$ cat src/design/cmrb_params.svh
// cmrb_params.svh - offsets, field positions, reset values and timing for the register bank
`ifndef CMRB_PARAMS_SVH
`define CMRB_PARAMS_SVH

// ----------------------------------------
// register byte offsets
// ----------------------------------------
`define CMRB_OFS_CFGA 12'h000
`define CMRB_OFS_THR 12'h004
`define CMRB_OFS_DTM 12'h008
`define CMRB_OFS_DCC 12'h00C
`define CMRB_OFS_RES 12'h100
`define CMRB_RES_COUNT 88

// ----------------------------------------
// result array indices
// ----------------------------------------
`define CMRB_IDX_CELL 0
`define CMRB_IDX_AVG 16
`define CMRB_IDX_FILT 32
`define CMRB_IDX_SPIN 48
`define CMRB_IDX_AUX 64
`define CMRB_IDX_RAUX 74
`define CMRB_IDX_VPV 84
`define CMRB_IDX_VMV 85
`define CMRB_IDX_SECOND_REFERENCE_RESULT 86
`define CMRB_IDX_DIE_TEMPERATURE_RESULT 87

// ----------------------------------------
// field positions and reset values
// ----------------------------------------
`define CMRB_THR_HIGH_LSB 12
`define CMRB_DTM_RANGE_BIT 6
`define CMRB_DTM_EN_BIT 7
`define CMRB_RST_LOW_THR 12'h800
`define CMRB_RST_HIGH_THR 12'h7FF
`define CMRB_RES_NEG_FS 16'h8000
`define CMRB_RES_POS_FS 16'h7FFF
`define CMRB_COARSE_STEP_MIN 5'h10

// ----------------------------------------
// timing
// ----------------------------------------
`define CMRB_CLK_HZ 40000000
`define CMRB_MINUTE_S 60

`endif

$ cat src/design/cmrb_pkg.sv
// cmrb_pkg.sv - types shared by the cell monitor register bank
package cmrb_pkg;

    // one conversion result delivered by the measurement engine
    typedef struct packed {
        logic valid;
        logic [6:0] index;
        logic [15:0] data;
    } cmrb_result_t;

    // one-cycle command and event pulses
    typedef struct packed {
        logic clear_cell_results_cmd;
        logic clear_filtered_results_cmd;
        logic clear_spin_results_cmd;
        logic clear_auxiliary_results_cmd;
        logic sleep_entry;
        logic spin_convert_cmd;
        logic cell_convert_cmd;
        logic mute_on;
        logic mute_off;
        logic freeze_on;
        logic freeze_off;
        logic extended_balance_entry;
    } cmrb_cmd_t;

    // discharge timer monitor states
    typedef enum logic [1:0] {
        DTM_IDLE,
        DTM_RUN,
        DTM_EXPIRED
    } cmrb_dtm_state_t;

endpackage

$ cat src/design/cmrb_top.sv
// cmrb_top.sv - cell monitor register bank with APB slave
`timescale 1ns/1ps
`default_nettype none
`include "cmrb_params.svh"

// What this block does
// - mute status set forces every shunt switch off
// - freeze status set blocks every conversion update; clear commands still reset results
// - low threshold is field times 16 steps of 150 uV; resets 0x800
// - high threshold scaled the same way; resets 0x7FF
// - timer monitor starts on extended balancing entry only when enabled
// - range bit picks 1-minute or 16-minute increments
// - timeout write loads a count; read returns remaining count
// - timeout reads 1 at last increment, 0 when expired or unset
// - each shunt bit holds its cell switch on or off; default off
// - sixteen cell results reset to 0x8000 on power-up and cell clear
// - averaged result is mean of 8 conversions; cleared by cell clear
// - filtered results reset on power-up and their own clear only
// - spin results updated after spin or cell convert; own clear
// - ten aux results plus ten redundant ones in common format
// - stack result resets 0x8000 on power-up, sleep, aux clear
// - bottom input result resets 0x8000 on power-up, sleep, aux clear
// - second reference result resets 0x8000 on power-up, sleep, aux clear
// - die temperature resets 0x7FFF on power-up and sleep, 0x8000 on aux clear
// - results are signed codes, 150 uV step, zero at 1.5 V
// - threshold fields are 12 bits, 2.4 mV step, zero at 1.5 V
module cmrb_top #(
    parameter logic [31:0] MINUTE_CYCLES = 32'(64'(`CMRB_MINUTE_S) * 64'(`CMRB_CLK_HZ))
) (
    // clock and reset
    input wire logic pclk,
    input wire logic presetn,
    // apb slave
    input wire logic psel,
    input wire logic penable,
    input wire logic pwrite,
    input wire logic [11:0] paddr,
    input wire logic [31:0] pwdata,
    output logic [31:0] prdata,
    output logic pready,
    output logic pslverr,
    // measurement engine side
    input wire cmrb_pkg::cmrb_result_t result_in,
    input wire cmrb_pkg::cmrb_cmd_t cmd_in,
    // cell side
    output logic [15:0] cell_shunt_switch,
    output logic [15:0] cell_under_flags,
    output logic [15:0] cell_over_flags
);

    // ----------------------------------------
    // state
    // ----------------------------------------
    logic discharge_silence_flag;
    logic result_freeze_flag;
    logic [11:0] cell_low_threshold;
    logic [11:0] cell_high_threshold;
    logic discharge_timer_monitor_enable;
    logic discharge_timer_range;
    logic [5:0] discharge_timeout_count;
    logic [15:0] shunt_bits;
    logic [15:0] results [`CMRB_RES_COUNT];
    logic signed [18:0] avg_acc [16];
    logic [2:0] avg_cnt [16];
    logic spin_armed;
    cmrb_pkg::cmrb_dtm_state_t dtm_state;
    logic [31:0] tick_cnt;
    logic [4:0] inc_min;
    logic [31:0] next_prdata;
    logic next_err;
    logic wr_take;
    logic res_take;
    logic clr_sleep_aux;

    // ----------------------------------------
    // helpers
    // ----------------------------------------
    // threshold field to 16-bit result code: 16 result steps per field step
    function automatic logic signed [15:0] thr_code(input logic [11:0] t);
        thr_code = {t, 4'h0};
    endfunction

    // true when the address falls in the result window
    function automatic logic is_result(input logic [11:0] a);
        is_result = (a >= `CMRB_OFS_RES) && (a < `CMRB_OFS_RES + 12'(4 * `CMRB_RES_COUNT))
            && (a[1:0] == 2'b00);
    endfunction

    // result array index from a result address
    function automatic logic [6:0] res_index(input logic [11:0] a);
        logic [11:0] d;
        d = a - `CMRB_OFS_RES;
        res_index = d[8:2];
    endfunction

    // write takes effect only at the edge where the master sees pready
    assign wr_take = psel & penable & pready & pwrite;
    // conversions land only while results are not frozen
    assign res_take = result_in.valid & ~result_freeze_flag;
    assign clr_sleep_aux = cmd_in.sleep_entry | cmd_in.clear_auxiliary_results_cmd;

    // ----------------------------------------
    // apb read mux and decode
    // ----------------------------------------
    always_comb begin
        next_prdata = 32'h0000_0000;
        next_err = 1'b0;
        if (is_result(paddr)) begin
            next_prdata = {16'h0000, results[res_index(paddr)]};
            next_err = pwrite;
        end else begin
            case (paddr)
                `CMRB_OFS_CFGA: begin
                    next_prdata = {30'h0, result_freeze_flag, discharge_silence_flag};
                    next_err = pwrite;
                end
                `CMRB_OFS_THR: begin
                    next_prdata = {8'h00, cell_high_threshold, cell_low_threshold};
                end
                `CMRB_OFS_DTM: begin
                    // remaining count, not the written value
                    next_prdata = {24'h0, discharge_timer_monitor_enable,
                        discharge_timer_range, discharge_timeout_count};
                end
                `CMRB_OFS_DCC: begin
                    next_prdata = {16'h0000, shunt_bits};
                end
                default: begin
                    next_err = 1'b1;
                end
            endcase
        end
    end

    // one wait state: answer is registered, so all outputs come from flops
    always_ff @(posedge pclk or negedge presetn) begin
        if (!presetn) begin
            pready <= 1'b0;
            prdata <= 32'h0000_0000;
            pslverr <= 1'b0;
        end else begin
            pready <= psel & penable & ~pready;
            if (psel & penable & ~pready) begin
                prdata <= pwrite ? 32'h0000_0000 : next_prdata;
                pslverr <= next_err;
            end else begin
                prdata <= 32'h0000_0000;
                pslverr <= 1'b0;
            end
        end
    end

    // ----------------------------------------
    // status flags
    // ----------------------------------------
    // set commands win over clears arriving in the same cycle
    always_ff @(posedge pclk or negedge presetn) begin
        if (!presetn) begin
            discharge_silence_flag <= 1'b0;
            result_freeze_flag <= 1'b0;
        end else begin
            if (cmd_in.mute_on) begin
                discharge_silence_flag <= 1'b1;
            end else if (cmd_in.mute_off) begin
                discharge_silence_flag <= 1'b0;
            end
            if (cmd_in.freeze_on) begin
                result_freeze_flag <= 1'b1;
            end else if (cmd_in.freeze_off) begin
                result_freeze_flag <= 1'b0;
            end
        end
    end

    // ----------------------------------------
    // writable configuration
    // ----------------------------------------
    always_ff @(posedge pclk or negedge presetn) begin
        if (!presetn) begin
            cell_low_threshold <= `CMRB_RST_LOW_THR;
            cell_high_threshold <= `CMRB_RST_HIGH_THR;
            discharge_timer_monitor_enable <= 1'b0;
            discharge_timer_range <= 1'b0;
            shunt_bits <= 16'h0000;
        end else if (wr_take) begin
            if (paddr == `CMRB_OFS_THR) begin
                cell_low_threshold <= pwdata[11:0];
                cell_high_threshold <= pwdata[`CMRB_THR_HIGH_LSB +: 12];
            end
            if (paddr == `CMRB_OFS_DTM) begin
                discharge_timer_monitor_enable <= pwdata[`CMRB_DTM_EN_BIT];
                discharge_timer_range <= pwdata[`CMRB_DTM_RANGE_BIT];
            end
            if (paddr == `CMRB_OFS_DCC) begin
                shunt_bits <= pwdata[15:0];
            end
        end
    end

    // ----------------------------------------
    // discharge timer monitor
    // ----------------------------------------
    // the cycle counter makes one-minute ticks; inc_min counts minutes per increment
    always_ff @(posedge pclk or negedge presetn) begin
        if (!presetn) begin
            dtm_state <= cmrb_pkg::DTM_IDLE;
            discharge_timeout_count <= 6'h00;
            tick_cnt <= 32'h0000_0000;
            inc_min <= 5'h00;
        end else if (wr_take && paddr == `CMRB_OFS_DTM) begin
            discharge_timeout_count <= pwdata[5:0];
            tick_cnt <= 32'h0000_0000;
            inc_min <= 5'h00;
            if (!pwdata[`CMRB_DTM_EN_BIT] || pwdata[5:0] == 6'h00) begin
                dtm_state <= cmrb_pkg::DTM_IDLE;
            end else if (dtm_state == cmrb_pkg::DTM_EXPIRED) begin
                dtm_state <= cmrb_pkg::DTM_RUN;
            end
        end else begin
            case (dtm_state)
                cmrb_pkg::DTM_IDLE: begin
                    tick_cnt <= 32'h0000_0000;
                    inc_min <= 5'h00;
                    if (cmd_in.extended_balance_entry && discharge_timer_monitor_enable
                        && discharge_timeout_count != 6'h00) begin
                        dtm_state <= cmrb_pkg::DTM_RUN;
                    end
                end
                cmrb_pkg::DTM_RUN: begin
                    if (tick_cnt >= MINUTE_CYCLES - 32'h1) begin
                        tick_cnt <= 32'h0000_0000;
                        if (inc_min >= (discharge_timer_range ? `CMRB_COARSE_STEP_MIN - 5'h1
                            : 5'h00)) begin
                            inc_min <= 5'h00;
                            discharge_timeout_count <= discharge_timeout_count - 6'h01;
                            if (discharge_timeout_count == 6'h01) begin
                                dtm_state <= cmrb_pkg::DTM_EXPIRED;
                            end
                        end else begin
                            inc_min <= inc_min + 5'h01;
                        end
                    end else begin
                        tick_cnt <= tick_cnt + 32'h1;
                    end
                end
                cmrb_pkg::DTM_EXPIRED: begin
                    tick_cnt <= 32'h0000_0000;
                end
                default: begin
                    dtm_state <= cmrb_pkg::DTM_IDLE;
                end
            endcase
        end
    end

    // ----------------------------------------
    // shunt switch drive
    // ----------------------------------------
    // mute and timer expiry override the software bits without altering them
    always_ff @(posedge pclk or negedge presetn) begin
        if (!presetn) begin
            cell_shunt_switch <= 16'h0000;
        end else if (discharge_silence_flag || dtm_state == cmrb_pkg::DTM_EXPIRED) begin
            cell_shunt_switch <= 16'h0000;
        end else begin
            cell_shunt_switch <= shunt_bits;
        end
    end

    // ----------------------------------------
    // spin update permission
    // ----------------------------------------
    always_ff @(posedge pclk or negedge presetn) begin
        if (!presetn) begin
            spin_armed <= 1'b0;
        end else if (cmd_in.spin_convert_cmd || cmd_in.cell_convert_cmd) begin
            spin_armed <= 1'b1;
        end
    end

    // ----------------------------------------
    // eight-sample averaging
    // ----------------------------------------
    always_ff @(posedge pclk or negedge presetn) begin
        if (!presetn) begin
            for (int i = 0; i < 16; i++) begin
                avg_acc[i] <= 19'sh0;
                avg_cnt[i] <= 3'h0;
            end
        end else if (cmd_in.clear_cell_results_cmd) begin
            for (int i = 0; i < 16; i++) begin
                avg_acc[i] <= 19'sh0;
                avg_cnt[i] <= 3'h0;
            end
        end else if (res_take && result_in.index < 7'(`CMRB_IDX_AVG)) begin
            if (avg_cnt[result_in.index[3:0]] == 3'h7) begin
                avg_acc[result_in.index[3:0]] <= 19'sh0;
            end else begin
                avg_acc[result_in.index[3:0]] <= avg_acc[result_in.index[3:0]]
                    + 19'(signed'(result_in.data));
            end
            avg_cnt[result_in.index[3:0]] <= avg_cnt[result_in.index[3:0]] + 3'h1;
        end
    end

    // ----------------------------------------
    // result array
    // ----------------------------------------
    // conversions land first, then clears override so a clear is never lost
    always_ff @(posedge pclk or negedge presetn) begin
        if (!presetn) begin
            for (int i = 0; i < `CMRB_RES_COUNT; i++) begin
                results[i] <= `CMRB_RES_NEG_FS;
            end
            results[`CMRB_IDX_DIE_TEMPERATURE_RESULT] <= `CMRB_RES_POS_FS;
        end else begin
            if (res_take) begin
                if (result_in.index < 7'(`CMRB_IDX_AVG)) begin
                    results[result_in.index] <= result_in.data;
                    if (avg_cnt[result_in.index[3:0]] == 3'h7) begin
                        results[result_in.index + 7'(`CMRB_IDX_AVG)] <=
                            16'((avg_acc[result_in.index[3:0]]
                            + 19'(signed'(result_in.data))) >>> 3);
                    end
                end else if (result_in.index >= 7'(`CMRB_IDX_SPIN)
                    && result_in.index < 7'(`CMRB_IDX_AUX)) begin
                    if (spin_armed) begin
                        results[result_in.index] <= result_in.data;
                    end
                end else if (result_in.index >= 7'(`CMRB_IDX_FILT)
                    && result_in.index < 7'(`CMRB_RES_COUNT)) begin
                    results[result_in.index] <= result_in.data;
                end
            end
            if (cmd_in.clear_cell_results_cmd) begin
                for (int i = `CMRB_IDX_CELL; i < `CMRB_IDX_FILT; i++) begin
                    results[i] <= `CMRB_RES_NEG_FS;
                end
            end
            if (cmd_in.clear_filtered_results_cmd) begin
                for (int i = `CMRB_IDX_FILT; i < `CMRB_IDX_SPIN; i++) begin
                    results[i] <= `CMRB_RES_NEG_FS;
                end
            end
            if (cmd_in.clear_spin_results_cmd) begin
                for (int i = `CMRB_IDX_SPIN; i < `CMRB_IDX_AUX; i++) begin
                    results[i] <= `CMRB_RES_NEG_FS;
                end
            end
            if (clr_sleep_aux) begin
                results[`CMRB_IDX_VPV] <= `CMRB_RES_NEG_FS;
                results[`CMRB_IDX_VMV] <= `CMRB_RES_NEG_FS;
                results[`CMRB_IDX_SECOND_REFERENCE_RESULT] <= `CMRB_RES_NEG_FS;
                results[`CMRB_IDX_DIE_TEMPERATURE_RESULT] <= cmd_in.sleep_entry ? `CMRB_RES_POS_FS
                    : `CMRB_RES_NEG_FS;
            end
        end
    end

    // ----------------------------------------
    // threshold comparison
    // ----------------------------------------
    always_ff @(posedge pclk or negedge presetn) begin
        if (!presetn) begin
            cell_under_flags <= 16'h0000;
            cell_over_flags <= 16'h0000;
        end else if (res_take && result_in.index < 7'(`CMRB_IDX_AVG)) begin
            cell_under_flags[result_in.index[3:0]] <=
                signed'(result_in.data) < thr_code(cell_low_threshold);
            cell_over_flags[result_in.index[3:0]] <=
                signed'(result_in.data) > thr_code(cell_high_threshold);
        end
    end
endmodule
`default_nettype wire

$ cat config.mk
export PLATFORM = sky130hd
export DESIGN_NAME = cmrb_top
export DESIGN_NICKNAME = d
export VERILOG_FILES = /design/src/design/cmrb_pkg.sv /design/src/design/cmrb_top.sv
export VERILOG_INCLUDE_DIRS = /design/src /design/src/design
export SDC_FILE = /design/constraint.sdc
export NUM_CORES = 2
export LEC_CHECK = 0
export BUFFER_PORTS_ARGS = -buffer_cell sky130_fd_sc_hd__buf_2
export CORE_ASPECT_RATIO = 1.2
export CORE_UTILIZATION = 35
export DETAILED_ROUTE_END_ITERATION = 16
export GPL_ROUTABILITY_DRIVEN = 0
export PLACE_DENSITY = 0.47
export SYNTH_ARGS = -nofsm -noshare
export SYNTH_HDL_FRONTEND = slang
export SYNTH_SLANG_ARGS = --single-unit
$ cat constraint.sdc
create_clock -name pclk -period 7.3 [get_ports pclk]
set_clock_uncertainty 0.1 [all_clocks]
set_input_delay 0.365 -clock pclk [delete_from_list [all_inputs] [get_ports pclk]]
set_output_delay 0.365 -clock pclk [all_outputs]
set_load 0.1 [all_outputs]
==> reports/metrics.csv <==
stage,metric,value,unit
run_status,status,completed,
power_and_ir_drop,pwr_density_cell,222,nW/um^2
yosys,synth.avg_cell_area,10.2,um^2
power_and_ir_drop,leakagePower,44.6,nW
power_and_ir_drop,vdd_ir_drop_max,0.000206,V
die,die_area,276000,um^2
clock_tree,tritoncts_clock_tree,done,
worst_setup_path,critical_path.cell_chain,dlygate4sd3_1 -> buf_4 -> mux4_2 -> ha_1 -> ha_2 -> or4b_1 -> nor2_2 -> nand2_1 -> o2111ai_1 -> a21o_1 -> dlygate4sd3_1 -> o41ai_1,
worst_setup_path,critical_path.n_buffers_inverters,3,
sta,maxSlewViolCount,0,
route,average_routed_wire_per_standard_cell,30.5,um
yosys,synth_top_cell_by_area,sky130_fd_sc_hd__dfrtp_1,
sta,timing.slew.headroom,0.0548,
sta,worst_pin_slew,1.42,ns
clock_tree,clkSlewWorstSetupHoldPaths,0.06,ns
die,die_y,576,um
die,die_x_extent,480,um
route,ant_nets,0,
run,max-cap-violations,0,
yosys,post_synth_inst_count,9410,
worst_setup_path,critical-path-max-stage-delay,0.83,ns
sta,final_period_minus_worst_setup_slack,5.44,ns
sta,timing.hold.ws,0.0390,ns
finish,design.final.nets,9394,
sta,grt_setup_unrepaired,false,
grt,wire_length_of_the_first_global_routing_pass,572000,um
grt,global_route.overflow_total,0,
route,vias,78563,
grt,vias_in_the_first_global_route,77544,
worst_setup_path,critical-path-top-delay-family,simple AND/OR/NAND/NOR gates,
worst_setup_path,crit_path_top_delay_cell,sky130_fd_sc_hd__nand2_1,
sta,final.period_utilization,0.745,
sta,finalHoldViolCount,0,
yosys,asyncSetResetFlopFracSynth,1.00,
worst_setup_path,worst_setup_path_end_kind,flop,
finish,layout-area-overhead-vs-synth,13.3,%
yosys,synth_top_cells_by_area,"sky130_fd_sc_hd__dfrtp_1 (47%), sky130_fd_sc_hd__mux4_2 (11%), sky130_fd_sc_hd__nand2_1 (7.8%)",
die,ioPinCount,167,
worst_setup_path,most_frequent_cell_on_the_critical_path,sky130_fd_sc_hd__dlygate4sd3_1,
clock_tree,cts_buffers,220,
yosys,yosys_warnings,0,
route,drt-pass1-iter-count,7,
min_path,worstHoldPathType,primary input to flop,
yosys,ys_types,89,
clock_tree,clkSinkCount,1924,
worst_setup_path,cp.arrival,6.03,ns
clock_tree,post-cts-setup-buffers,0,
yosys,number_of_synthesized_flops_with_an_enable_pin,0,
clock_tree,post_cts_resized,0,
route,detail_route.drc_violations,0,
finish,finalCoreUtilization,0.399,
yosys,syn-cell-area,96000,um^2
die,starting_density_of_the_core,0.352,
clock_tree,post_cts_hold_buffer_count,61,
route,drt-total-wl,398000,um
worst_setup_path,setup.worst_path.class,primary input to flop,
clock_tree,cts_root_buf,sky130_fd_sc_hd__clkbuf_16,
worst_setup_path,crit_required,7.90,ns
clock_tree,worstSkewPairLatency,0.94,ns
sta,fmax,0.184,GHz
grt,maximum_number_of_pins_on_one_net_before_global_route_repair,249,
placed_design,numPortBuffers,150,
yosys,yosys_most_used_dff,sky130_fd_sc_hd__dfrtp_1,
die,core-area,273000,um^2
placed_design,place.detailed.hpwl,252000,um
sta,fin_tns_setup,0,ns
clock_tree,clockBufferDepth,4,
placed_design,placement.setup.worst_slack,1.37,ns
route,drt-initial-drc-count,8680,
grt,grt_antenna_before_repair,34,
yosys,register_area_share_after_synthesis,0.503,
route,via_density,6.02,
yosys,yosysTopAreaCellShare,0.472,
sta,slack_of_the_critical_path,1.86,ns
worst_setup_path,startpoint_type_of_the_worst_setup_path,primary input,
worst_setup_path,cp_max_fo,27,
die,rows,210,
finish,share_of_final_layout_standard_cells_stronger_than_drive_strength_1,0.193,
clock_tree,cts_htree_levels,4,
yosys,synth-seq-cells,1924,
sta,finalSetupViolations,0,
grt,grtUsageTotal,0.283,
==> through the flow <==
stage,total power [mW],area (um^2),std cells
after global placement,12.9,101000,12577
after CTS,24.4,109000,13039
after floorplan,12.0,96000,9417
final,24.2,109000,13056
after detailed placement,12.9,101000,12577
after global routing,24.9,109000,13047
==> power by group <==
group | internal [mW] | switching, mW | total [mW]
logic | 0.437 | 1.48 | 1.92
registers | 10.8 | 0.0678 | 10.8
clock network | 6.65 | 4.76 | 11.4
==> worst min-delay path: stages <==
cell and delay [ns]:
sky130_fd_sc_hd__buf_4 0.20, sky130_fd_sc_hd__buf_4 0.29, sky130_fd_sc_hd__nand2_1 0.10, sky130_fd_sc_hd__a21oi_1 0.05
==> cells in the final DEF, fill, tap and decap left out, drive strengths merged, types with 24 or more instances in the layout <==
cell type | netlist | layout
nand2 | 2004 | 2004
dfrtp | 1810 | 1810
a21oi | 1177 | 1177
nor2 | 645 | 645
mux4 | 476 | 476
buf | 184 | 441
clkbuf | 700 | 330
mux2 | 319 | 319
o22ai | 280 | 280
a211oi | 259 | 259
o21ai | 247 | 247
a22oi | 132 | 132
o221ai | 131 | 131
dfstp | 114 | 114
nor3 | 94 | 94
mux2i | 89 | 89
nand3 | 81 | 81
inv | 61 | 65
a31oi | 60 | 60
dlygate4sd3 | 0 | 60
ha | 52 | 52
clkinv | 0 | 49
nor2b | 37 | 37
nand3b | 30 | 30
and2 | 30 | 30
nand4 | 27 | 27
or3 | 26 | 26
a22o | 24 | 24
==> cell usage after synthesis (22+ instances only) <==
cell / number
sky130_fd_sc_hd__buf_4: 24
sky130_fd_sc_hd__dfrtp_1: 1810
sky130_fd_sc_hd__nor2b_1: 37
sky130_fd_sc_hd__o221ai_1: 131
sky130_fd_sc_hd__nand3_1: 81
sky130_fd_sc_hd__a21oi_1: 1176
sky130_fd_sc_hd__a22o_1: 24
sky130_fd_sc_hd__nor3_1: 90
sky130_fd_sc_hd__a31oi_1: 60
sky130_fd_sc_hd__nand3b_1: 30
sky130_fd_sc_hd__mux2i_1: 89
sky130_fd_sc_hd__mux2_2: 319
sky130_fd_sc_hd__a211oi_1: 259
sky130_fd_sc_hd__buf_1: 48
sky130_fd_sc_hd__ha_1: 52
sky130_fd_sc_hd__and2_1: 28
sky130_fd_sc_hd__buf_2: 112
sky130_fd_sc_hd__nor2_1: 636
sky130_fd_sc_hd__inv_1: 60
sky130_fd_sc_hd__a22oi_1: 132
sky130_fd_sc_hd__o22ai_1: 280
sky130_fd_sc_hd__dfstp_2: 114
sky130_fd_sc_hd__xnor2_1: 22
sky130_fd_sc_hd__clkbuf_1: 700
sky130_fd_sc_hd__mux4_2: 476
sky130_fd_sc_hd__nand4_1: 27
sky130_fd_sc_hd__xor2_1: 23
sky130_fd_sc_hd__nand2_1: 2003
sky130_fd_sc_hd__o21ai_0: 242
sky130_fd_sc_hd__or3_1: 26
==> cell type report <==
class / instances / area, um^2
Fill cell: 26578 / 164000
Sequential cell: 1924 / 48300
Multi-Input combinational cell: 6548 / 44400
Clock buffer: 330 / 6530
Tap cell: 3604 / 4510
Timing Repair Buffer: 501 / 4000
Clock inverter: 71 / 774
Inverter: 61 / 231
Antenna cell: 17 / 42.5
==> cell families (layout without fill, tap and decap cells) <==
| kind of cell | count (synthesis) | in the layout | share of synthesized area |
|---|---|---|---|
| AND/OR/NAND/NOR | 3069 | 3069 | 0.131 |
| AO/OA/AOI/OAI | 2489 | 2489 | 0.158 |
| flip-flops | 1924 | 1924 | 0.503 |
| buffers and inverters | 945 | 963 | 0.0393 |
| multiplexers | 884 | 884 | 0.158 |
| adder cells (fa/ha/maj) | 53 | 53 | 0.00698 |
| XOR/XNOR | 45 | 45 | 0.00410 |
| other | 1 | 25 | 0.0000391 |
==> metal layers <==
metal	GRT usage	share of wire
met3	0.0563	0.076
met1	0.358	0.39
met5	0	0.00039
met4	0.176	0.068
met2	0.445	0.47
==> path summary, 6_finish.rpt <==
path                            endpoint  slack, ns     startpoint  cells after the start
min reg2reg                results[1279]       0.35  results[1279]                      2
max in group asynchronous    results[25]       5.45        presetn                      4
max                          results[15]       1.86  result_in[19]                     12
min                        results[1276]       0.04  result_in[12]                      4
max reg2reg                  results[15]       1.88    avg_cnt[30]                     11
min in group asynchronous   results[255]       0.08        presetn                      2
==> flip-flops by register name, indices dropped and copies added, names as in the netlist, 2 cells and up <==
name                     cells
shunt_bits                  16
cell_over_flags             16
avg_cnt                     48
avg_acc                    304
cell_low_threshold          12
inc_min                      5
tick_cnt                    32
cell_shunt_switch           16
results                   1408
cell_high_threshold         12
dtm_state                    2
cell_under_flags            16
discharge_timeout_count      6
prdata                      24
(Power assumes the default switching activity.)
